<file path="config.mk">
export PLATFORM = sky130hd
export DESIGN_NAME = bcvd_boot_decode
export DESIGN_NICKNAME = d
export VERILOG_FILES = /design/src/core/bcvd_tick_div.v /design/src/core/bcvd_boot_decode.v
export VERILOG_INCLUDE_DIRS = /design/src /design/src/pkg
export SDC_FILE = /design/constraint.sdc
export NUM_CORES = 1
export LEC_CHECK = 0
export ABC_CLOCK_PERIOD_IN_PS = 2100
export BUFFER_PORTS_ARGS = -buffer_cell sky130_fd_sc_hd__buf_2
export CAP_MARGIN = 20
export CORE_MARGIN = 1
export CORE_UTILIZATION = 50
export DETAILED_ROUTE_END_ITERATION = 10
export PLACE_DENSITY = 0.76
export REMOVE_ABC_BUFFERS = 1
export SYNTH_ARGS = -nofsm -noshare
export SYNTH_HDL_FRONTEND = slang
export SYNTH_SLANG_ARGS = --single-unit
</file>
<file path="constraint.sdc">
create_clock -name mclk -period 2.1 [get_ports mclk]
set_clock_uncertainty 0.1 [all_clocks]
set_input_delay 0.105 -clock mclk [delete_from_list [all_inputs] [get_ports mclk]]
set_output_delay 0.105 -clock mclk [all_outputs]
set_load 0.03 [all_outputs]
</file>
<file path="src/pkg/bcvd_defines.vh">
// Constants for the boot configuration vector decoder: register map, field
// positions, codes and timing counts.
// Assumes inclusion by bare name from the design files under core/.
`ifndef BCVD_DEFINES_VH
`define BCVD_DEFINES_VH

// Register byte offsets on the Avalon-MM slave.
`define BCVD_OFS_CAPTURE 4'h0
`define BCVD_OFS_PCI_CTRL 4'h4
`define BCVD_OFS_WDOG_CTRL 4'h8
`define BCVD_OFS_STATUS 4'hc

// Field positions inside the boot vector.
`define BCVD_F_MULT_HI 3
`define BCVD_F_MULT_LO 0
`define BCVD_F_EDIV_HI 5
`define BCVD_F_EDIV_LO 4
`define BCVD_F_ENDIAN 6
`define BCVD_F_RSTMODE 7
`define BCVD_F_PCI_HI 10
`define BCVD_F_PCI_LO 8
`define BCVD_F_WDOG_DIS 11
`define BCVD_F_RSV_LO_HI 13
`define BCVD_F_RSV_LO_LO 12
`define BCVD_F_RSV_HI_HI 15
`define BCVD_F_RSV_HI_LO 14

// Clock multiplier codes and the factors they select.
`define BCVD_MULT_BYPASS 4'h0
`define BCVD_MULT_X3 4'h1
`define BCVD_MULT_X4 4'h2
`define BCVD_MULT_X8 4'h6
`define BCVD_MULT_X10A 4'h7
`define BCVD_MULT_X10B 4'h8
`define BCVD_FACTOR_NONE 4'h0
`define BCVD_FACTOR_3 4'h3
`define BCVD_FACTOR_4 4'h4
`define BCVD_FACTOR_8 4'h8
`define BCVD_FACTOR_10 4'ha

// External clock divider codes, and the toggle interval in master cycles.
`define BCVD_EDIV_1 2'h0
`define BCVD_EDIV_2 2'h1
`define BCVD_EDIV_4 2'h2
`define BCVD_TOGGLE_1 3'h1
`define BCVD_TOGGLE_2 3'h2
`define BCVD_TOGGLE_4 3'h4

// Internal bus clock runs at one half of the pipeline clock.
`define BCVD_INTERNAL_BUS_CLOCK_RATIO 3'h2

// PCI mode codes.
`define BCVD_PCI_SAT_NRDY 3'h1
`define BCVD_PCI_SAT_SUSP 3'h2
`define BCVD_PCI_HOST_RR 3'h5

// Warm reset drive length in master clock cycles.
`define BCVD_WARM_CYCLES 13'd4000

// Sequencer states.
`define BCVD_ST_COLD 2'h0
`define BCVD_ST_PLL 2'h1
`define BCVD_ST_WARM 2'h2
`define BCVD_ST_RUN 2'h3

// Reset value of the filtered pins: {warm line, cold reset, select, vector}.
`define BCVD_SYNC_RST 19'h40000

`endif

</file>
<file path="src/core/bcvd_tick_div.v">
// Programmable tick divider: one-cycle enable pulse every div master cycles.
// Assumes div is held stable while run is high and is never zero.
`timescale 1ns/1ps
`default_nettype none

module bcvd_tick_div #(
    parameter W = 3
) (
    input wire mclk,
    input wire reset_n,
    input wire run,
    input wire [W-1:0] div,
    output reg tick
);

    reg [W-1:0] cnt_q;

    // Count 0 .. div-1; the pulse marks the last count so div 1 ticks every cycle.
    always @(posedge mclk or negedge reset_n) begin
        if (!reset_n) begin
            cnt_q <= {W{1'b0}};
            tick <= 1'b0;
        end else if (!run) begin
            cnt_q <= {W{1'b0}};
            tick <= 1'b0;
        end else if (cnt_q >= div - {{(W-1){1'b0}}, 1'b1}) begin
            cnt_q <= {W{1'b0}};
            tick <= 1'b1;
        end else begin
            cnt_q <= cnt_q + {{(W-1){1'b0}}, 1'b1};
            tick <= 1'b0;
        end
    end

endmodule // bcvd_tick_div

`default_nettype wire

</file>
<file path="src/core/bcvd_boot_decode.v">
// Boot configuration vector capture, decode and reset sequencing.
// Assumes board straps drive the vector pins during cold reset and an
// Avalon-MM master reaches the registers on mclk.
//
// Contract
// - Latch vector at cold reset; readable capture register.
// - Bits 3:0 select pipeline clock multiplier.
// - Internal bus clock is half pipeline clock.
// - Bits 5:4 divide external bus clock output.
// - Bit 6 selects little or big endian.
// - Normal reset drives warm reset 4000 cycles.
// - Internal vector waits out 18-bit counter.
// - Bits 10:8 select the PCI mode.
// - PCI enable resets to one in satellite modes.
// - Bit 11 set leaves watchdog disabled.
// - Select pin chooses external or internal vector.
// - Cold reset initializes, loads vector, locks PLL.
//
// Our own choices: the register addresses and the Avalon-MM register port.
`timescale 1ns/1ps
`default_nettype none
`include "bcvd_defines.vh"

module bcvd_boot_decode #(
    parameter [15:0] INT_VECTOR = 16'h0000,
    parameter PLL_CNT_W = 18
) (
    input wire mclk,
    input wire reset_n,
    input wire cold_reset_input_n,
    input wire external_vector_select,
    input wire [15:0] memory_address_pins,
    input wire warm_reset_line_in,
    output reg warm_reset_line_out,
    output reg warm_reset_line_oe,
    input wire [3:0] avs_address,
    input wire avs_read,
    input wire avs_write,
    input wire [31:0] avs_writedata,
    input wire [3:0] avs_byteenable,
    output reg [31:0] avs_readdata,
    output wire avs_waitrequest,
    output reg [3:0] pll_multiplier,
    output reg pll_bypass,
    output reg pll_locked,
    output reg config_valid,
    output wire internal_bus_clock_en,
    output reg external_bus_clock_out,
    output reg big_endian,
    output reg [2:0] pci_mode,
    output reg pci_enable,
    output reg watchdog_enable
);

    ////////////////////////////////////////////////////////////////////////////
    // Pin synchronisers.

    localparam SW = 19;
    localparam [SW-1:0] SYNC_RST = `BCVD_SYNC_RST;

    wire [SW-1:0] sync_in;
    reg [SW-1:0] s1_q;
    reg [SW-1:0] s2_q;
    reg [SW-1:0] s3_q;
    reg [SW-1:0] filt_q;

    assign sync_in = {warm_reset_line_in, cold_reset_input_n, external_vector_select,
                      memory_address_pins};

    // Three synchroniser flops and a filter flop per pin; a change counts only once stages two and three agree.
    genvar gi;
    generate
        for (gi = 0; gi < SW; gi = gi + 1) begin : g_sync
            always @(posedge mclk or negedge reset_n) begin
                if (!reset_n) begin
                    s1_q[gi] <= SYNC_RST[gi];
                    s2_q[gi] <= SYNC_RST[gi];
                    s3_q[gi] <= SYNC_RST[gi];
                    filt_q[gi] <= SYNC_RST[gi];
                end else begin
                    s1_q[gi] <= sync_in[gi];
                    s2_q[gi] <= s1_q[gi];
                    s3_q[gi] <= s2_q[gi];
                    if (s2_q[gi] == s3_q[gi]) begin
                        filt_q[gi] <= s3_q[gi];
                    end
                end
            end
        end
    endgenerate

    wire [15:0] pins_f = filt_q[15:0];
    wire ext_sel_f = filt_q[16];
    wire cold_n_f = filt_q[17];
    wire warm_in_f = filt_q[18];

    ////////////////////////////////////////////////////////////////////////////
    // Decode helpers.

    // Multiplier factor; bypass and reserved codes give no factor.
    function [3:0] mult_factor;
        input [3:0] code;
        begin
            case (code)
                `BCVD_MULT_X3: mult_factor = `BCVD_FACTOR_3;
                `BCVD_MULT_X4: mult_factor = `BCVD_FACTOR_4;
                `BCVD_MULT_X8: mult_factor = `BCVD_FACTOR_8;
                `BCVD_MULT_X10A: mult_factor = `BCVD_FACTOR_10;
                `BCVD_MULT_X10B: mult_factor = `BCVD_FACTOR_10;
                default: mult_factor = `BCVD_FACTOR_NONE;
            endcase
        end
    endfunction

    ////////////////////////////////////////////////////////////////////////////
    // Reset sequencer.

    reg [1:0] state_q;
    reg [1:0] state_d;
    reg [15:0] vec_q;
    reg int_vec_q;
    reg [PLL_CNT_W-1:0] pll_cnt_q;
    reg [12:0] warm_cnt_q;
    wire [15:0] vec_src = ext_sel_f ? pins_f : INT_VECTOR;
    wire pll_done = &pll_cnt_q;
    wire warm_done = (warm_cnt_q == `BCVD_WARM_CYCLES);

    // Next state; a cold reset at any time restarts the whole sequence.
    always @* begin
        state_d = state_q;
        case (state_q)
            `BCVD_ST_COLD: begin
                if (cold_n_f) begin
                    state_d = ext_sel_f ? `BCVD_ST_WARM : `BCVD_ST_PLL;
                end
            end
            `BCVD_ST_PLL: begin
                if (pll_done) begin
                    state_d = `BCVD_ST_WARM;
                end
            end
            `BCVD_ST_WARM: begin
                if (warm_done) begin
                    state_d = `BCVD_ST_RUN;
                end
            end
            `BCVD_ST_RUN: state_d = `BCVD_ST_RUN;
            default: state_d = `BCVD_ST_COLD;
        endcase
        if (!cold_n_f) begin
            state_d = `BCVD_ST_COLD;
        end
    end

    // State, counters and the single capture taken as cold reset releases.
    always @(posedge mclk or negedge reset_n) begin
        if (!reset_n) begin
            state_q <= `BCVD_ST_COLD;
            vec_q <= 16'h0000;
            int_vec_q <= 1'b0;
            pll_cnt_q <= {PLL_CNT_W{1'b0}};
            warm_cnt_q <= 13'd0;
        end else begin
            state_q <= state_d;
            if (state_q == `BCVD_ST_COLD && cold_n_f) begin
                vec_q <= vec_src;
                int_vec_q <= ~ext_sel_f;
            end
            // The stabilization counter free-runs to all ones, then stops.
            if (state_q == `BCVD_ST_PLL && !pll_done) begin
                pll_cnt_q <= pll_cnt_q + {{(PLL_CNT_W-1){1'b0}}, 1'b1};
            end else if (state_q == `BCVD_ST_COLD) begin
                pll_cnt_q <= {PLL_CNT_W{1'b0}};
            end
            if (state_q == `BCVD_ST_WARM && !warm_done) begin
                warm_cnt_q <= warm_cnt_q + 13'd1;
            end else if (state_q != `BCVD_ST_WARM) begin
                warm_cnt_q <= 13'd0;
            end
        end
    end

    // Warm reset is open drain: pulled low through cold, PLL and warm phases.
    // The reserved reset mode is treated as normal so the line is never skipped.
    always @(posedge mclk or negedge reset_n) begin
        if (!reset_n) begin
            warm_reset_line_out <= 1'b0;
            warm_reset_line_oe <= 1'b1;
        end else begin
            warm_reset_line_out <= 1'b0;
            warm_reset_line_oe <= (state_d != `BCVD_ST_RUN);
        end
    end

    ////////////////////////////////////////////////////////////////////////////
    // Decoded settings, loaded at the capture; PCI enable and watchdog enable also take register writes.

    reg pci_en_wr;
    reg pci_en_wval;
    reg wdog_wr;
    reg wdog_wval;
    wire commit = (state_q == `BCVD_ST_COLD) && cold_n_f;
    wire [2:0] pci_src = vec_src[`BCVD_F_PCI_HI:`BCVD_F_PCI_LO];

    always @(posedge mclk or negedge reset_n) begin
        if (!reset_n) begin
            pll_multiplier <= `BCVD_FACTOR_NONE;
            pll_bypass <= 1'b0;
            pll_locked <= 1'b0;
            config_valid <= 1'b0;
            big_endian <= 1'b0;
            pci_mode <= 3'h0;
            pci_enable <= 1'b0;
            watchdog_enable <= 1'b0;
        end else begin
            pll_locked <= (state_d == `BCVD_ST_WARM) || (state_d == `BCVD_ST_RUN);
            config_valid <= (state_d != `BCVD_ST_COLD);
            if (commit) begin
                pll_multiplier <= mult_factor(vec_src[`BCVD_F_MULT_HI:`BCVD_F_MULT_LO]);
                pll_bypass <= (vec_src[`BCVD_F_MULT_HI:`BCVD_F_MULT_LO] == `BCVD_MULT_BYPASS);
                big_endian <= vec_src[`BCVD_F_ENDIAN];
                pci_mode <= pci_src;
                pci_enable <= (pci_src == `BCVD_PCI_SAT_NRDY) ||
                              (pci_src == `BCVD_PCI_SAT_SUSP);
                watchdog_enable <= ~vec_src[`BCVD_F_WDOG_DIS];
            end else begin
                if (pci_en_wr) begin
                    pci_enable <= pci_en_wval;
                end
                if (wdog_wr) begin
                    watchdog_enable <= wdog_wval;
                end
            end
        end
    end

    // Flags for straps the board should never present; they only report.
    wire [3:0] mult_code = vec_q[`BCVD_F_MULT_HI:`BCVD_F_MULT_LO];
    wire fault_mult = config_valid && !int_vec_q && !pll_bypass &&
                      (mult_factor(mult_code) == `BCVD_FACTOR_NONE);
    wire fault_rsv_lo = |vec_q[`BCVD_F_RSV_LO_HI:`BCVD_F_RSV_LO_LO];
    wire fault_rsv_hi = |vec_q[`BCVD_F_RSV_HI_HI:`BCVD_F_RSV_HI_LO];
    wire fault_field = (vec_q[`BCVD_F_PCI_HI:`BCVD_F_PCI_LO] > `BCVD_PCI_HOST_RR) ||
                       (&vec_q[`BCVD_F_EDIV_HI:`BCVD_F_EDIV_LO]);

    ////////////////////////////////////////////////////////////////////////////
    // Clock enables.

    reg [2:0] toggle_div;
    wire ext_tick;

    // Reserved divider code 0x3 falls back to the slowest setting.
    always @* begin
        case (vec_q[`BCVD_F_EDIV_HI:`BCVD_F_EDIV_LO])
            `BCVD_EDIV_1: toggle_div = `BCVD_TOGGLE_1;
            `BCVD_EDIV_2: toggle_div = `BCVD_TOGGLE_2;
            `BCVD_EDIV_4: toggle_div = `BCVD_TOGGLE_4;
            default: toggle_div = `BCVD_TOGGLE_4;
        endcase
    end

    // Internal bus tick at half rate, fixed whatever the multiplier.
    bcvd_tick_div #(.W(3)) u_internal_bus_clock_div (
        .mclk(mclk),
        .reset_n(reset_n),
        .run(pll_locked),
        .div(`BCVD_INTERNAL_BUS_CLOCK_RATIO),
        .tick(internal_bus_clock_en)
    );

    // External clock toggles every N cycles, so its period is N internal periods.
    bcvd_tick_div #(.W(3)) u_ext_div (
        .mclk(mclk),
        .reset_n(reset_n),
        .run(pll_locked),
        .div(toggle_div),
        .tick(ext_tick)
    );

    always @(posedge mclk or negedge reset_n) begin
        if (!reset_n) begin
            external_bus_clock_out <= 1'b0;
        end else if (!pll_locked) begin
            external_bus_clock_out <= 1'b0;
        end else if (ext_tick) begin
            external_bus_clock_out <= ~external_bus_clock_out;
        end
    end

    ////////////////////////////////////////////////////////////////////////////
    // Avalon-MM slave: one wait cycle, then the answer.

    reg ack_q;
    wire req = avs_read | avs_write;
    wire take = req & ack_q;

    assign avs_waitrequest = req & ~ack_q;

    // The wait cycle gives read data a full cycle to settle from the decode.
    always @(posedge mclk or negedge reset_n) begin
        if (!reset_n) begin
            ack_q <= 1'b0;
        end else begin
            ack_q <= req & ~ack_q;
        end
    end

    // Writes land on the edge where waitrequest is low; unmapped writes drop.
    always @* begin
        pci_en_wr = take && avs_write && avs_byteenable[0] &&
                    (avs_address == `BCVD_OFS_PCI_CTRL);
        pci_en_wval = avs_writedata[0];
        wdog_wr = take && avs_write && avs_byteenable[0] &&
                  (avs_address == `BCVD_OFS_WDOG_CTRL);
        wdog_wval = avs_writedata[0];
    end

    // Read data is loaded in the wait cycle; unmapped offsets read zero.
    always @(posedge mclk or negedge reset_n) begin
        if (!reset_n) begin
            avs_readdata <= 32'h00000000;
        end else if (avs_read && !ack_q) begin
            case (avs_address)
                `BCVD_OFS_CAPTURE: avs_readdata <= {16'h0000, vec_q};
                `BCVD_OFS_PCI_CTRL: avs_readdata <= {31'h00000000, pci_enable};
                `BCVD_OFS_WDOG_CTRL: avs_readdata <= {31'h00000000, watchdog_enable};
                `BCVD_OFS_STATUS: avs_readdata <= {20'h00000, fault_field, fault_rsv_hi,
                                                   fault_rsv_lo, fault_mult, warm_in_f,
                                                   int_vec_q, pll_locked, config_valid,
                                                   2'h0, state_q};
                default: avs_readdata <= 32'h00000000;
            endcase
        end
    end

endmodule // bcvd_boot_decode

`default_nettype wire

</file>
Word-level counts from Yosys, hierarchy flattened
Index checks and enable logic that the tools add are counted.

cells by class
  add/subtract/negate cells = 5
  $lt $le $gt $ge = 3
  eq/ne operators = 44
  multiplexer cells = 28
  bitwise logic cells = 7
  reductions and logical operators = 35

operators by type and width
  kind                     count
  $pmux W16 S4             1
  $mux W18                 2
  $pmux W4 S4              2
  $mux W13                 2
  $eq A4 B3 Y1 const B     5
  $eq A1 B1 Y1             19
  $add A18 B1 Y18 const B  1
  $reduce_and A18 Y1       1
  $eq A4 B4 Y1 const B     4
  $mux W16                 1
  $add A13 B1 Y13 const B  1
  $eq A13 B12 Y1 const B   1
  $logic_not A4 Y1         3
  $mux W3                  4
  $logic_and A1 B1 Y1      11
  $mux W1                  10
  $reduce_bool A2 Y1       5
  $eq A2 B2 Y1 const B     4
  $eq A4 B1 Y1 const B     2
  $eq A4 B2 Y1 const B     2
  $mux W2                  4
  $pmux W2 S4              1
  $reduce_or A2 Y1         4
  $add A3 B1 Y3 const B    2
  other kinds (17)         30

storage, ports and cells
  flip-flop bits (word level) = 182
  bits of input ports = 63

Longest topological paths before layout
Gate-level depths: netlist of the first run.

  word-level depth = 7
  depth in mapped cells = 7
  mapped depth without buffers = 7

Hierarchy
A second synthesis of the first run with hierarchy kept.

second synthesis, totals
  cell total of the unflattened synthesis = 591
  area total of the unflattened synthesis = 6665.1 µm²

modules (own cells, without submodules)
  module            times used  cells an instance  area an instance (µm²)  seq. area each (µm²)
  bcvd_boot_decode  1           543                6147.1                  3860.0
  bcvd_tick_div     2           24                 259.0                   100.1

Worst setup path after synthesis of the first run
Ideal clock, no wire load.

  kind = register -> register
  start = register pll_cnt_q[0]
  end = register pll_cnt_q[7]
  data arrival time = 1.755 ns
  required time = 1.874 ns
  setup slack = 0.119 ns
  cell stages (with the launch flop) = 7
  path buffers = 0
  period minus slack after synthesis = 1.981 ns
  cells stage by stage = dfrtp_1 ha_1 nand4_2 nor4_4 a21oi_4 and3_1 a221o_1

on the way
  longest elaborated chain between the ends = 4

RTL lines
  what                                                     RTL line                source
  from (decl)                                              bcvd_boot_decode.v:122  reg [PLL_CNT_W-1:0] pll_cnt_q;
  from (signal assigned)                                   bcvd_boot_decode.v:161  pll_cnt_q <= {PLL_CNT_W{1'b0}};
  from (signal assigned)                                   bcvd_boot_decode.v:171  pll_cnt_q <= pll_cnt_q + {{(PLL_CNT_W-1){1'b0}}, 1'b1};
  from (signal assigned)                                   bcvd_boot_decode.v:173  pll_cnt_q <= {PLL_CNT_W{1'b0}};
  branches (longest 4 deep; another with $add A18 B1 Y18)  -

Several ways; the timed one is not identified.
A chain may end at the register's enable or synchronous reset.

Worst setup path after layout of the first run
  start = register vec_q[5]
  end = register u_ext_div.cnt_q[0]

on the way
  longest elaborated chain between the ends = 6

RTL lines
  what                                              RTL line                source
  from (decl)                                       bcvd_boot_decode.v:120  reg [15:0] vec_q;
  from (signal assigned)                            bcvd_boot_decode.v:166  vec_q <= vec_src;
  $eq A2 B1 Y1 or $logic_not A2 Y1 (tied branches)  bcvd_boot_decode.v:254  case (vec_q[`BCVD_F_EDIV_HI:`BCVD_F_EDIV_LO])
  $pmux W3 S2 (*)                                   bcvd_boot_decode.v:254
  $sub A3 B1 Y3 (*)                                 bcvd_tick_div.v:26      end else if (cnt_q >= div - {{(W-1){1'b0}}, 1'b1}) begin
  $ge A3 B3 Y1 (*)                                  bcvd_tick_div.v:26
  $mux W3 (*)                                       bcvd_tick_div.v:26
  $mux W3 (*)                                       bcvd_tick_div.v:23      end else if (!run) begin
  to (signal assigned)                              bcvd_tick_div.v:24      cnt_q <= {W{1'b0}};
  to (signal assigned)                              bcvd_tick_div.v:27      cnt_q <= {W{1'b0}};
  to (signal assigned)                              bcvd_tick_div.v:30      cnt_q <= cnt_q + {{(W-1){1'b0}}, 1'b1};
  to (decl)                                         bcvd_tick_div.v:16      reg [W-1:0] cnt_q;

Mark *: on every way between the ends. The rest lies on a longest branch, timed or not.

==> impl_results.html, run 1 <==
<table>
<tr><th>Metric</th><th>Value</th></tr>
<tr><th colspan="2">Run status</th></tr>
<tr><td>Outcome</td><td>completed</td></tr>
<tr><th colspan="2">Critical path</th></tr>
<tr><td>Required arrival time at the worst endpoint</td><td>approximately 2.4 ns</td></tr>
<tr><td>Critical setup path kind</td><td>reg2reg</td></tr>
<tr><td>RR Endpoint</td><td>u_ext_div.cnt_q[0]$_DFF_PN0_</td></tr>
<tr><td>Startpoint of the lowest-slack register-to-register path</td><td>vec_q[5]$_DFFE_PN0P_</td></tr>
<tr><td>Reg-to-reg setup timing slack</td><td>0.06 ns</td></tr>
<tr><td>CP startpoint kind</td><td>flip-flop</td></tr>
<tr><td>Critical-path maximum fanout</td><td>5</td></tr>
<tr><td>Sort of element at the end of the critical path</td><td>flip-flop</td></tr>
<tr><td>Number of cells on the worst reg-to-reg path</td><td>7</td></tr>
<tr><td>CP arrival</td><td>approximately 2.3 ns</td></tr>
<tr><th colspan="2">Global route</th></tr>
<tr><td>Largest net degree at the start of global routing</td><td>61</td></tr>
<tr><td>First-pass GRT wire length</td><td>21700 microns</td></tr>
<tr><td>Total global routing track utilization</td><td>between 20% and 30%</td></tr>
<tr><td>Total gr overflow</td><td>0</td></tr>
<tr><td>Number of antenna violations at the first check in global routing</td><td>0</td></tr>
<tr><td>Number of global-route vias before repair</td><td>4459</td></tr>
<tr><th colspan="2">Detailed routing</th></tr>
<tr><td>Average vias per placed instance</td><td>~5.2</td></tr>
<tr><td>Post-Route WL</td><td>roughly 13000 microns</td></tr>
<tr><td>DRC Markers</td><td>0</td></tr>
<tr><td>Post-DRT Antenna Nets</td><td>0</td></tr>
<tr><td>Number of DRC violations after detailed-routing iteration 0</td><td>roughly 260</td></tr>
<tr><td>Number of iterations in the first detailed-routing pass</td><td>4</td></tr>
<tr><td>Routed wire per std cell</td><td>15.4 microns</td></tr>
<tr><td>Routed vias</td><td>approximately 4400</td></tr>
<tr><th colspan="2">Cells and area</th></tr>
<tr><td>Fraction of layout instances using a drive strength above 1</td><td>approximately a fifth</td></tr>
<tr><td>Sequential cell area</td><td>between 4000 and 5000 sq um</td></tr>
<tr><td>NumNets Final</td><td>approximately 740</td></tr>
<tr><td>Combined area of the multi-input logic cells</td><td>2190 sq um</td></tr>
<tr><td>Inserted Diodes</td><td>0</td></tr>
<tr><td>Fin cells</td><td>~850</td></tr>
<tr><td>Area overhead of the layout relative to synthesis</td><td>22.3%</td></tr>
<tr><td>Filler cells</td><td>964</td></tr>
<tr><th colspan="2">Synthesis</th></tr>
<tr><td>Post-synthesis cell area</td><td>roughly 6500 sq um</td></tr>
<tr><td>Share of the yosys chip area belonging to registers</td><td>around 63%</td></tr>
<tr><td>Mux contribution to synthesized area</td><td>~1.1%</td></tr>
<tr><td>Post-synthesis share of cell area spent on and, or, nand and nor gates</td><td>between 10 and 15%</td></tr>
<tr><td>Yosys top cell area share</td><td>between 60% and 70%</td></tr>
<tr><td>Yosys warning total</td><td>0</td></tr>
<tr><td>Leading area contributor after synthesis</td><td>sky130_fd_sc_hd__dfrtp_1</td></tr>
<tr><td>Number of enable-type register cells in the synthesized netlist</td><td>0</td></tr>
<tr><td>Synth Area in Compound Gates</td><td>about a tenth</td></tr>
<tr><td>Adder-cell share of the synthesized area</td><td>between 5 and 6%</td></tr>
<tr><td>Ys flop type</td><td>sky130_fd_sc_hd__dfrtp_1</td></tr>
<tr><td>Commonest cells in the netlist</td><td>157 x sky130_fd_sc_hd__dfrtp_1, 84 x sky130_fd_sc_hd__nand2_1, 45 x sky130_fd_sc_hd__o21ai_0</td></tr>
<tr><td>Library cell with the highest instance count after synthesis</td><td>sky130_fd_sc_hd__dfrtp_1</td></tr>
<tr><td>Async set or reset register ratio after synthesis</td><td>between 90% and 100%</td></tr>
<tr><td>Synthesized instance count</td><td>~560</td></tr>
<tr><td>#FFs+latches synth</td><td>approximately 160</td></tr>
<tr><td>Largest family of logic cells by synthesized area</td><td>simple AND/OR/NAND/NOR gates</td></tr>
<tr><td>Number of unique standard cell types used by synthesis</td><td>57</td></tr>
<tr><td>Post-synthesis share of cell area spent on xor and xnor gates</td><td>2.03%</td></tr>
<tr><td>Synth Area per Inst</td><td>approximately 12 sq um</td></tr>
<tr><td>Leading cell types by total area after synthesis</td><td>sky130_fd_sc_hd__dfrtp_1 61%, sky130_fd_sc_hd__nand2_1 4.9%, sky130_fd_sc_hd__o21ai_0 3.5%</td></tr>
<tr><th colspan="2">Power</th></tr>
<tr><td>Leakage power</td><td>~3.6 nW</td></tr>
<tr><td>Net Sw Power</td><td>around 2.3 mW</td></tr>
<tr><td>Maximum ir drop on the vdd rail</td><td>about 0.67 mV</td></tr>
<tr><td>Power density over the cells</td><td>between 1000 and 1500 nW/um^2</td></tr>
<tr><td>Design internal power</td><td>between 5 and 6 mW</td></tr>
<tr><td>Clock power frac</td><td>around two fifths</td></tr>
<tr><td>Portion of total power attributed to sequential cells</td><td>around 46%</td></tr>
<tr><td>Switching fraction of total power</td><td>29.0%</td></tr>
<tr><td>Total design power</td><td>slightly above 8 mW</td></tr>
<tr><td>Combinational cell fraction of total power</td><td>around 15%</td></tr>
<tr><th colspan="2">Timing</th></tr>
<tr><td>Final worst path period share</td><td>~97%</td></tr>
<tr><td>Time the final worst path needs with I/O delays and setup</td><td>2.04 ns</td></tr>
<tr><td>Fmax</td><td>approximately 500 MHz</td></tr>
<tr><td>Number of endpoints failing setup at the final stage</td><td>0</td></tr>
<tr><td>Hold violation count in the final report</td><td>0</td></tr>
<tr><td>Max-slew headroom</td><td>between 60% and 70%</td></tr>
<tr><td>Count of final max-slew check failures</td><td>0</td></tr>
<tr><td>Worst Max-Slew Pin Slew</td><td>about 0.54 ns</td></tr>
<tr><th colspan="2">Place</th></tr>
<tr><td>RePlAce Congestion</td><td>~0.86</td></tr>
<tr><td>Inst Count DP</td><td>roughly 800</td></tr>
<tr><td>Quantity of I/O buffers inserted on ports</td><td>61</td></tr>
<tr><td>HPWL after detailed placement</td><td>between 8000 and 9000 microns</td></tr>
<tr><th colspan="2">Clock network</th></tr>
<tr><td>Inserted Clock Buffers</td><td>17</td></tr>
<tr><td>Master cell of the clock root buffer</td><td>sky130_fd_sc_hd__clkbuf_16</td></tr>
<tr><td>Clock input transition at the sequential cells of the worst setup and hold paths</td><td>~0.07 ns</td></tr>
<tr><td>TritonCTS sink count</td><td>about 160</td></tr>
<tr><td>Max H-tree Level</td><td>4</td></tr>
<tr><td>Clock tree from TritonCTS</td><td>yes</td></tr>
<tr><td>Clock insertion delay at the later pin of the skew report</td><td>about 0.42 ns</td></tr>
<tr><td>Number of buffers on the longest clock path</td><td>2</td></tr>
<tr><th colspan="2">Die</th></tr>
<tr><td>Die Width</td><td>116 microns</td></tr>
<tr><td>Die footprint</td><td>roughly 13000 sq um</td></tr>
<tr><td>Cell row count</td><td>between 40 and 50</td></tr>
<tr><td>Die height</td><td>116 microns</td></tr>
<tr><td>Count of pins on the block boundary</td><td>~110</td></tr>
<tr><td>Core outline area</td><td>12600 sq um</td></tr>
<tr><td>Starting utilization of the core area</td><td>between 50% and 60%</td></tr>
<tr><th colspan="2">Run</th></tr>
<tr><td>Max-Cap Viols</td><td>0</td></tr>
<tr><th colspan="2">Min path</th></tr>
<tr><td>Hold path cells</td><td>4</td></tr>
<tr><td>Startpoint of the worst hold path</td><td>avs_address[2]</td></tr>
<tr><td>Min-Delay Endpoint</td><td>watchdog_enable$_DFFE_PN0P_</td></tr>
<tr><td>Hold Path Class</td><td>in2reg</td></tr>
</table>
## sequential cells by signal, indices dropped and copies added (netlist names), 2 cells and up
name and flops:
avs_readdata 16, filt_q 16, pll_cnt_q 18, pll_multiplier 4
s1_q 19, s2_q 19, s3_q 19, state_q 2
u_ext_div.cnt_q 3, u_internal_bus_clock_div.cnt_q 3, vec_q 16, warm_cnt_q 13
## kinds of logic (layout without fill, tap and decap cells)
kind of cell / after synthesis / in the layout
compound gates: 109 / 109
xor+xnor: 15 / 15
fa+ha+maj: 30 / 30
buf+inv: 54 / 157
flops: 162 / 162
mux: 6 / 6
other cells: 1 / 17
simple gates: 181 / 181
## power by group through the flow
stage | Clock, mW | Combinational, mW | Sequential, mW
5_1_grt | 3.33 | 1.38 | 3.70
4_1_cts | 3.20 | 1.21 | 3.66
3_5_place_dp | 0 | 1.13 | 3.71
6_report | 3.13 | 1.24 | 3.67
2_1_floorplan | 0 | 0.569 | 3.81
3_3_place_gp | 0 | 1.08 | 3.70
## critical path: stages (launching register included)
cell and delay [ns]:
sky130_fd_sc_hd__dfrtp_1 0.43, sky130_fd_sc_hd__or2_4 0.29, sky130_fd_sc_hd__ha_1 0.28, sky130_fd_sc_hd__ha_1 0.28
sky130_fd_sc_hd__a21o_1 0.18, sky130_fd_sc_hd__a21oi_2 0.18, sky130_fd_sc_hd__nand2_1 0.11, sky130_fd_sc_hd__nor2_2 0.13
## layout by cell type (no fill, tap or decap), types with 3 or more instances in the layout
cell type,n
sky130_fd_sc_hd__mux2i_1,4
sky130_fd_sc_hd__conb_1,17
sky130_fd_sc_hd__buf_2,60
sky130_fd_sc_hd__maj3_1,19
sky130_fd_sc_hd__and2_1,7
sky130_fd_sc_hd__o21ai_0,44
sky130_fd_sc_hd__a31oi_1,9
sky130_fd_sc_hd__buf_4,26
sky130_fd_sc_hd__and3_1,8
sky130_fd_sc_hd__nand2b_1,7
sky130_fd_sc_hd__dlygate4sd3_1,25
sky130_fd_sc_hd__a22oi_1,5
sky130_fd_sc_hd__a21oi_1,16
sky130_fd_sc_hd__nor3_1,4
sky130_fd_sc_hd__inv_1,12
sky130_fd_sc_hd__nor2_1,28
sky130_fd_sc_hd__nand2_1,84
sky130_fd_sc_hd__nor4_1,3
sky130_fd_sc_hd__nor2b_1,5
sky130_fd_sc_hd__ha_1,11
sky130_fd_sc_hd__inv_6,7
sky130_fd_sc_hd__nand3_1,15
sky130_fd_sc_hd__o31ai_1,5
sky130_fd_sc_hd__a21o_1,4
sky130_fd_sc_hd__xor2_1,5
sky130_fd_sc_hd__dfrtp_1,157
sky130_fd_sc_hd__a41oi_1,3
sky130_fd_sc_hd__clkbuf_16,17
sky130_fd_sc_hd__xnor2_1,10
sky130_fd_sc_hd__dfstp_2,5
## cell type report
cell class | instances | share of cell area [%]
multi-input cells | 358 | 27.7
inverters | 12 | 0.570
clock buffers | 17 | 5.38
clock inverters | 15 | 2.39
well taps | 172 | 2.72
flip-flops and latches | 162 | 51.4
repair buffers | 113 | 9.83
## metal layers
layer | part of all wire (%) | vias to the layer above | track usage (%)
met5 | 0 | - | 0
met4 | 1.3 | 0 | 8.29
met3 | 3.5 | 17 | 4.86
met2 | 51 | 118 | 35.8
met1 | 45 | 2195 | 28.1
li1 | - | 2110 | -
## per-stage QoR
stage	worst slack [ns]	hold WS (ns)	instance area [sq um]	setup TNS, ns	utilization [%]
final	0.0641	0.0788	7900	0	62.6
after global routing	-0.0174	0.0886	7900	-0.0278	62.6
after CTS	0.0247	0.0457	7850	0	62.2
after detailed placement	0.0445	0.0184	6980	0	55.3
after global placement	0.0958	0.00937	6980	0	55.3
after floorplan	0.0439	-0.291	6280	0	-
## timing repair
action,in CTS,in global routing
hold buffers,25,0
resized for setup,1,5
endpoints found under the hold margin,126,0
setup endpoints to repair,2,24
pin swaps,0,4
setup buffers,0,6
## worst max-delay path by stage
stage / startpoint / to / cells after the start
after global placement: vec_q[5]$_DFFE_PN0P_ / u_ext_div.cnt_q[2]$_DFF_PN0_ / 7
after global routing: vec_q[5]$_DFFE_PN0P_ / u_ext_div.cnt_q[0]$_DFF_PN0_ / 7
after detailed placement: vec_q[5]$_DFFE_PN0P_ / u_ext_div.cnt_q[2]$_DFF_PN0_ / 7
after CTS: vec_q[5]$_DFFE_PN0P_ / u_ext_div.cnt_q[0]$_DFF_PN0_ / 7
after floorplan: pll_cnt_q[0]$_DFFE_PN0P_ / pll_cnt_q[7]$_DFFE_PN0P_ / 6
final: vec_q[5]$_DFFE_PN0P_ / u_ext_div.cnt_q[0]$_DFF_PN0_ / 7
No activity file was read; power rests on OpenSTA's default activity.
==> run 2: changes to the inputs <==
Settings changed: ABC_CLOCK_PERIOD_IN_PS 2100 to 2000, CORE_UTILIZATION 50 to 55, PLACE_DENSITY 0.76 to 0.8.
Clock period 2.1 ns to 2 ns, I/O delays scaled along.
==> run 2 against run 1 <==
  * First-iteration DRC count up 8.0%
  * Non-clock buffer count unchanged
  * Global-route usage is 2.1 points higher
  * Hold slack better by 0.012 ns
  * Maximum frequency up 6.1%
==> impl_results.html, run 2 (synthesis gave the netlist of run 1 again) <==
<table>
<tr><th>Metric</th><th>Value</th></tr>
<tr><th colspan="2">Critical path</th></tr>
<tr><td>CP arrival</td><td>about 2.1 ns</td></tr>
<tr><td>Critical-path maximum fanout</td><td>5</td></tr>
<tr><td>Critical setup path kind</td><td>reg2reg</td></tr>
<tr><td>Sort of element at the end of the critical path</td><td>flip-flop</td></tr>
<tr><td>Required arrival time at the worst endpoint</td><td>~2.2 ns</td></tr>
<tr><td>CP startpoint kind</td><td>flip-flop</td></tr>
<tr><th colspan="2">Global route</th></tr>
<tr><td>Total gr overflow</td><td>0</td></tr>
<tr><td>Number of global-route vias before repair</td><td>4295</td></tr>
<tr><td>Largest net degree at the start of global routing</td><td>slightly above 60</td></tr>
<tr><td>Total global routing track utilization</td><td>approximately a quarter</td></tr>
<tr><td>First-pass GRT wire length</td><td>roughly 21000 microns</td></tr>
<tr><td>Number of antenna violations at the first check in global routing</td><td>0</td></tr>
<tr><th colspan="2">Timing</th></tr>
<tr><td>Final worst path period share</td><td>a little over nine tenths</td></tr>
<tr><td>Max-slew headroom</td><td>between 60% and 70%</td></tr>
<tr><td>Unrepaired setup endpoints after global routing</td><td>false</td></tr>
<tr><td>Sum of negative setup slack</td><td>0 ns</td></tr>
<tr><td>Worst hold slack</td><td>between 0.09 and 0.1 ns</td></tr>
<tr><td>Worst Max-Slew Pin Slew</td><td>between 0.5 and 0.6 ns</td></tr>
<tr><td>Count of final max-slew check failures</td><td>0</td></tr>
<tr><td>Time the final worst path needs with I/O delays and setup</td><td>around 1.9 ns</td></tr>
<tr><td>Fmax</td><td>between 500 and 600 MHz</td></tr>
<tr><td>Number of endpoints failing setup at the final stage</td><td>0</td></tr>
<tr><td>Hold violation count in the final report</td><td>0</td></tr>
<tr><th colspan="2">Power</th></tr>
<tr><td>Total design power</td><td>approximately 8.5 mW</td></tr>
<tr><td>Maximum ir drop on the vdd rail</td><td>between 0.8 and 0.9 mV</td></tr>
<tr><td>Leakage power</td><td>roughly 3.7 nW</td></tr>
<tr><td>Power density over the cells</td><td>1080 nW/um^2</td></tr>
<tr><th colspan="2">Cells and area</th></tr>
<tr><td>Most frequent cells in the layout</td><td>156 x sky130_fd_sc_hd__dfrtp_1, 84 x sky130_fd_sc_hd__nand2_1, 60 x sky130_fd_sc_hd__buf_2, 45 x sky130_fd_sc_hd__o21ai_0, 29 x sky130_fd_sc_hd__nor2_1</td></tr>
<tr><td>Fin cells</td><td>between 800 and 900</td></tr>
<tr><td>Leading cell type in the layout, fill and taps excluded</td><td>sky130_fd_sc_hd__dfrtp_1</td></tr>
<tr><td>Largest registers</td><td>s1_q (19), s2_q (19), s3_q (19)</td></tr>
<tr><td>Area overhead of the layout relative to synthesis</td><td>22.0%</td></tr>
<tr><td>NumNets Final</td><td>between 700 and 800</td></tr>
<tr><td>Fraction of layout instances using a drive strength above 1</td><td>a little over a fifth</td></tr>
<tr><td>Inserted Diodes</td><td>0</td></tr>
<tr><th colspan="2">Place</th></tr>
<tr><td>HPWL after detailed placement</td><td>around 8600 microns</td></tr>
<tr><td>Quantity of I/O buffers inserted on ports</td><td>61</td></tr>
<tr><td>Inst Count DP</td><td>roughly 760</td></tr>
<tr><td>RePlAce Congestion</td><td>around 0.85</td></tr>
<tr><th colspan="2">Die</th></tr>
<tr><td>Cell row count</td><td>39</td></tr>
<tr><td>Count of pins on the block boundary</td><td>113</td></tr>
<tr><td>Starting utilization of the core area</td><td>about 57%</td></tr>
<tr><td>Die Width</td><td>110 microns</td></tr>
<tr><td>Die height</td><td>110 microns</td></tr>
<tr><td>Die footprint</td><td>roughly 12000 sq um</td></tr>
<tr><td>Core outline area</td><td>between 10000 and 15000 sq um</td></tr>
<tr><th colspan="2">Clock network</th></tr>
<tr><td>TritonCTS sink count</td><td>roughly 160</td></tr>
<tr><td>Inserted Clock Buffers</td><td>17</td></tr>
<tr><td>Master cell of the clock root buffer</td><td>sky130_fd_sc_hd__clkbuf_16</td></tr>
<tr><td>Max H-tree Level</td><td>4</td></tr>
<tr><td>Number of buffers on the longest clock path</td><td>2</td></tr>
<tr><td>Clock input transition at the sequential cells of the worst setup and hold paths</td><td>roughly 0.060 ns</td></tr>
<tr><td>Clock tree from TritonCTS</td><td>yes</td></tr>
<tr><td>Clock insertion delay at the later pin of the skew report</td><td>about 0.42 ns</td></tr>
<tr><th colspan="2">Detailed routing</th></tr>
<tr><td>Routed wire per std cell</td><td>roughly 16 microns</td></tr>
<tr><td>Post-Route WL</td><td>around 13000 microns</td></tr>
<tr><td>Routed vias</td><td>4419</td></tr>
<tr><td>Post-DRT Antenna Nets</td><td>0</td></tr>
<tr><td>Average vias per placed instance</td><td>5.40</td></tr>
<tr><td>Number of DRC violations after detailed-routing iteration 0</td><td>around 280</td></tr>
<tr><td>Number of iterations in the first detailed-routing pass</td><td>5</td></tr>
<tr><td>DRC Markers</td><td>0</td></tr>
<tr><th colspan="2">Run status</th></tr>
<tr><td>Outcome</td><td>completed</td></tr>
<tr><th colspan="2">Min path</th></tr>
<tr><td>Hold Path Class</td><td>in2reg</td></tr>
<tr><th colspan="2">Run</th></tr>
<tr><td>Max-Cap Viols</td><td>0</td></tr>
</table>
## run 2: cell count changes in the layout (fill, tap and decap cells not counted), sizes merged
cell      change
clkinv        -1
clkinvlp      -1
bufinv        +1
inv           -1
clkbuf        +1
## run 2: layout make-up
| class | instances | area (sq um) |
|---|---|---|
| clock buffer | 18 | 439 |
| clock inverter | 13 | 171 |
| fill | 789 | 3540 |
| inverter | 12 | 45.0 |
| multi-input combinational | 358 | 2200 |
| sequential | 162 | 4060 |
| tap | 143 | 179 |
| timing repair buffer | 113 | 785 |
## run 2: worst max-delay path, cell delays in order, from the launching register on
cell	delay, ns
sky130_fd_sc_hd__dfrtp_1	0.41
sky130_fd_sc_hd__and2_1	0.22
sky130_fd_sc_hd__and4_1	0.28
sky130_fd_sc_hd__and2_1	0.24
sky130_fd_sc_hd__o311ai_0	0.30
sky130_fd_sc_hd__o311ai_0	0.21
## run 2: metrics by stage
step / worst slack, ns / area [sq um] / util, %
finish: 0.0811 / 7880 / 69.0
global route: 0.00371 / 7880 / 69.0
CTS: 0.0135 / 7850 / 68.7
detailed placement: -0.0258 / 6970 / 61.1
global placement: 0.0490 / 6970 / 61.1
floorplan: -0.0561 / 6280 / -
## run 2: repair_timing
| item | CTS | global route |
|---|---|---|
| hold buffers | 25 | 0 |
| pin swaps | 1 | 5 |
| setup endpoints to repair | 5 | 25 |
| endpoints found under the hold margin | 127 | 0 |
| setup buffers | 1 | 1 |
| resized for setup | 1 | 7 |
## run 2: path summary, 6_finish.rpt
check | from | to | slack (ns) | cells past startpoint
min in group asynchronous | reset_n | pll_bypass$_DFFE_PN0P_ | 0.11 | 2
setup / recovery | pll_cnt_q[13]$_DFFE_PN0P_ | pll_cnt_q[8]$_DFFE_PN0P_ | 0.08 | 5
max in group asynchronous | reset_n | warm_reset_line_oe$_DFF_PN1_ | 0.93 | 3
hold / removal | avs_address[2] | watchdog_enable$_DFFE_PN0P_ | 0.09 | 4
hold reg to reg | s1_q[16]$_DFF_PN0_ | s2_q[16]$_DFF_PN0_ | 0.25 | 0
setup reg to reg | pll_cnt_q[13]$_DFFE_PN0P_ | pll_cnt_q[8]$_DFFE_PN0P_ | 0.08 | 5
## run 2: layer usage
layer	track usage, %	vias to the layer above	wire length [microns]
met4	9.77	0	163
met1	30.8	2180	5610
li1	-	2104	-
met2	37.7	121	6560
met3	6.76	14	648
met5	0	-	0
## run 2: report_power, final
group	switching [mW]	internal, mW	total (mW)
sequential	0.260	3.58	3.84
clock	1.32	2.02	3.34
combinational	0.783	0.509	1.29
total	2.37	6.11	8.48
==> run 3: changes to the inputs <==
Settings changed: CELL_PAD_IN_SITES_DETAIL_PLACEMENT set to 0, CELL_PAD_IN_SITES_GLOBAL_PLACEMENT set to 1, CORE_UTILIZATION 55 to 44, PLACE_DENSITY 0.8 to unset, PLACE_DENSITY_LB_ADDON set to 0.15.
==> run 3 against run 2 <==
  * Design area increased by 1.4%
  * Core utilization decreased by 12 points
  * Global-route usage decreased by 4.8 points
  * Final cell count increased by 4.9%
  * Register-to-register slack improved by 0.03 ns
  * Clock-buffer cell count increased by 1
  * Die area increased by 25%
  * Sequential share of layout area decreased by 0.75 points
==> impl_results.html, run 3 (synthesis gave the netlist of run 1 again) <==
<table>
<tr><th>Metric</th><th>Value</th></tr>
<tr><th colspan="2">Detailed routing</th></tr>
<tr><td>Number of DRC violations after detailed-routing iteration 0</td><td>about 200</td></tr>
<tr><td>Routed vias</td><td>~4400</td></tr>
<tr><td>Routed wire per std cell</td><td>roughly 15 microns</td></tr>
<tr><td>Post-DRT Antenna Nets</td><td>0</td></tr>
<tr><td>Number of iterations in the first detailed-routing pass</td><td>6</td></tr>
<tr><td>DRC Markers</td><td>0</td></tr>
<tr><td>Post-Route WL</td><td>12700 microns</td></tr>
<tr><td>Average vias per placed instance</td><td>5.10</td></tr>
<tr><th colspan="2">Global route</th></tr>
<tr><td>Largest net degree at the start of global routing</td><td>58</td></tr>
<tr><td>Total gr overflow</td><td>0</td></tr>
<tr><td>Number of antenna violations at the first check in global routing</td><td>0</td></tr>
<tr><td>Number of global-route vias before repair</td><td>about 4400</td></tr>
<tr><td>First-pass GRT wire length</td><td>between 20000 and 25000 microns</td></tr>
<tr><td>Total global routing track utilization</td><td>18.9%</td></tr>
<tr><th colspan="2">Clock network</th></tr>
<tr><td>Inserted Clock Buffers</td><td>17</td></tr>
<tr><td>Master cell of the clock root buffer</td><td>sky130_fd_sc_hd__clkbuf_16</td></tr>
<tr><td>Clock input transition at the sequential cells of the worst setup and hold paths</td><td>around 0.060 ns</td></tr>
<tr><td>Clock tree from TritonCTS</td><td>yes</td></tr>
<tr><td>Max H-tree Level</td><td>4</td></tr>
<tr><td>TritonCTS sink count</td><td>roughly 160</td></tr>
<tr><td>Clock insertion delay at the later pin of the skew report</td><td>roughly 0.42 ns</td></tr>
<tr><td>Number of buffers on the longest clock path</td><td>2</td></tr>
<tr><th colspan="2">Critical path</th></tr>
<tr><td>Reg-to-reg setup timing slack</td><td>0.11 ns</td></tr>
<tr><td>CP arrival</td><td>2.14 ns</td></tr>
<tr><td>Buffers &amp; Inverters on Critical Path</td><td>0</td></tr>
<tr><td>Critical-path maximum fanout</td><td>3</td></tr>
<tr><td>Startpoint of the lowest-slack register-to-register path</td><td>vec_q[5]$_DFFE_PN0P_</td></tr>
<tr><td>Required arrival time at the worst endpoint</td><td>about 2.3 ns</td></tr>
<tr><td>Cell-by-cell trace of the critical path</td><td>or2_4, ha_4, ha_1, a21o_1, a21oi_2, nand2_1, nor2_1</td></tr>
<tr><td>Top cell family by delay on the critical path</td><td>simple AND/OR/NAND/NOR gates</td></tr>
<tr><td>Slowest-stage cell, CP</td><td>sky130_fd_sc_hd__dfrtp_1</td></tr>
<tr><td>Highest cell delay on the worst timing path</td><td>about 0.40 ns</td></tr>
<tr><td>RR Endpoint</td><td>u_ext_div.cnt_q[0]$_DFF_PN0_</td></tr>
<tr><td>Sort of element at the end of the critical path</td><td>flip-flop</td></tr>
<tr><td>CP startpoint kind</td><td>flip-flop</td></tr>
<tr><td>Number of cells on the worst reg-to-reg path</td><td>7</td></tr>
<tr><td>Critical setup path kind</td><td>reg2reg</td></tr>
<tr><th colspan="2">Place</th></tr>
<tr><td>Quantity of I/O buffers inserted on ports</td><td>61</td></tr>
<tr><td>Pre-CTS WS</td><td>-0.0758 ns</td></tr>
<tr><td>RePlAce Congestion</td><td>~0.80</td></tr>
<tr><td>HPWL after detailed placement</td><td>between 8000 and 9000 microns</td></tr>
<tr><th colspan="2">Timing</th></tr>
<tr><td>Hold violation count in the final report</td><td>0</td></tr>
<tr><td>Time the final worst path needs with I/O delays and setup</td><td>about 1.9 ns</td></tr>
<tr><td>Least setup slack across all paths after layout</td><td>around 0.11 ns</td></tr>
<tr><td>Final worst path period share</td><td>94.5%</td></tr>
<tr><td>Fmax</td><td>roughly 530 MHz</td></tr>
<tr><td>Number of endpoints failing setup at the final stage</td><td>0</td></tr>
<tr><td>Max-slew headroom</td><td>between 40 and 50%</td></tr>
<tr><td>Worst Max-Slew Pin Slew</td><td>just over 0.8 ns</td></tr>
<tr><td>Sum of negative setup slack</td><td>0 ns</td></tr>
<tr><td>Count of final max-slew check failures</td><td>0</td></tr>
<tr><th colspan="2">Die</th></tr>
<tr><td>Starting utilization of the core area</td><td>a little under half</td></tr>
<tr><td>Core outline area</td><td>14100 sq um</td></tr>
<tr><td>Cell row count</td><td>43</td></tr>
<tr><td>Die footprint</td><td>between 15000 and 20000 sq um</td></tr>
<tr><td>Die Width</td><td>~120 microns</td></tr>
<tr><td>Count of pins on the block boundary</td><td>~110</td></tr>
<tr><td>Die height</td><td>~120 microns</td></tr>
<tr><th colspan="2">Run</th></tr>
<tr><td>Max-Cap Viols</td><td>0</td></tr>
<tr><th colspan="2">Cells and area</th></tr>
<tr><td>Area overhead of the layout relative to synthesis</td><td>23.7%</td></tr>
<tr><td>NumNets Final</td><td>740</td></tr>
<tr><td>Most frequent cells in the layout</td><td>157 x sky130_fd_sc_hd__dfrtp_1, 84 x sky130_fd_sc_hd__nand2_1, 60 x sky130_fd_sc_hd__buf_2, 45 x sky130_fd_sc_hd__o21ai_0, 28 x sky130_fd_sc_hd__nor2_1</td></tr>
<tr><td>Inserted Diodes</td><td>0</td></tr>
<tr><td>Fraction of layout instances using a drive strength above 1</td><td>21.6%</td></tr>
<tr><td>Largest registers</td><td>s1_q (19), s2_q (19), s3_q (19)</td></tr>
<tr><td>Leading cell type in the layout, fill and taps excluded</td><td>sky130_fd_sc_hd__dfrtp_1</td></tr>
<tr><th colspan="2">Power</th></tr>
<tr><td>Total design power</td><td>approximately 8.5 mW</td></tr>
<tr><td>Leakage power</td><td>3.67 nW</td></tr>
<tr><td>Power density over the cells</td><td>~1100 nW/um^2</td></tr>
<tr><td>Maximum ir drop on the vdd rail</td><td>around 0.67 mV</td></tr>
<tr><th colspan="2">Run status</th></tr>
<tr><td>Outcome</td><td>completed</td></tr>
<tr><th colspan="2">Min path</th></tr>
<tr><td>Hold Path Class</td><td>in2reg</td></tr>
<tr><td>Min-Delay Endpoint</td><td>watchdog_enable$_DFFE_PN0P_</td></tr>
<tr><td>Hold path cells</td><td>4</td></tr>
<tr><td>Startpoint of the worst hold path</td><td>avs_address[2]</td></tr>
</table>
-- run 3: cell count changes in the layout (fill, tap and decap cells not counted), moves of 2 or more --
cell | previous run | this run
sky130_fd_sc_hd__clkinvlp_4 | 1 | 3
sky130_fd_sc_hd__buf_12 | 1 | 4
sky130_fd_sc_hd__clkinv_4 | 0 | 4
sky130_fd_sc_hd__inv_6 | 6 | 2
-- run 3: worst max path at each step --
stage | from | end | slack [ns] | depth (start not counted)
after floorplan | pll_cnt_q[0]$_DFFE_PN0P_ | pll_cnt_q[7]$_DFFE_PN0P_ | -0.06 | 6
after global placement | vec_q[5]$_DFFE_PN0P_ | u_ext_div.cnt_q[2]$_DFF_PN0_ | 0.004 | 7
after detailed placement | vec_q[5]$_DFFE_PN0P_ | u_ext_div.cnt_q[2]$_DFF_PN0_ | -0.08 | 7
after CTS | pll_cnt_q[1]$_DFFE_PN0P_ | pll_cnt_q[0]$_DFFE_PN0P_ | 0.0008 | 6
after global routing | vec_q[5]$_DFFE_PN0P_ | u_ext_div.cnt_q[0]$_DFF_PN0_ | -0.02 | 7
final | vec_q[5]$_DFFE_PN0P_ | u_ext_div.cnt_q[0]$_DFF_PN0_ | 0.11 | 7
-- run 3: final cells by class --
cell class | instances | area (sq um)
clock inverter | 13 | 151
clock buffer | 19 | 453
tap | 180 | 225
inverter | 12 | 45.0
fill | 1232 | 6100
sequential | 162 | 4060
timing repair buffer | 115 | 836
multi-input combinational | 358 | 2220
-- run 3: worst reg2reg max path, delay by kind of cell, from the launching register on --
| family | cells | cell delay, ns |
|---|---|---|
| compound gates | 2 | 0.34 |
| fa+ha+maj | 2 | 0.48 |
| flops | 1 | 0.40 |
| simple gates | 3 | 0.50 |
-- run 3: routing by layer --
metal / vias up / global-route usage (%) / part of all wire (%)
li1: 2116 / - / -
met1: 2140 / 25.7 / 48
met2: 112 / 29.3 / 46
met3: 14 / 4.43 / 4.3
met4: 0 / 7.45 / 1.6
met5: - / 0 / 0
-- run 3: repair_timing --
| action | in CTS | in global routing |
|---|---|---|
| hold buffers | 26 | 0 |
| endpoints found under the hold margin | 184 | 0 |
| setup buffers | 1 | 3 |
| setup endpoints to repair | 3 | 25 |
| resized for setup | 1 | 10 |
| pin swaps | 2 | 5 |
-- run 3: stage by stage --
stage / area, sq um / util [%] / instances / hold slack (ns)
6_report: 7990 / 56.7 / 859 / 0.0479
3_5_place_dp: 7050 / 50.0 / 797 / -0.137
3_3_place_gp: 7050 / 50.0 / 797 / -0.140
5_1_grt: 7990 / 56.7 / 859 / 0.0569
4_1_cts: 7930 / 56.2 / 856 / 0.0264
2_1_floorplan: 6280 / - / 532 / -0.296
-- run 3: report_power, final --
| part | switching, mW | internal [mW] | leakage [nW] |
|---|---|---|---|
| combinational | 0.784 | 0.573 | 1.34 |
| clock | 1.36 | 1.93 | 0.288 |
| sequential | 0.253 | 3.58 | 2.04 |
| total | 2.39 | 6.08 | 3.67 |
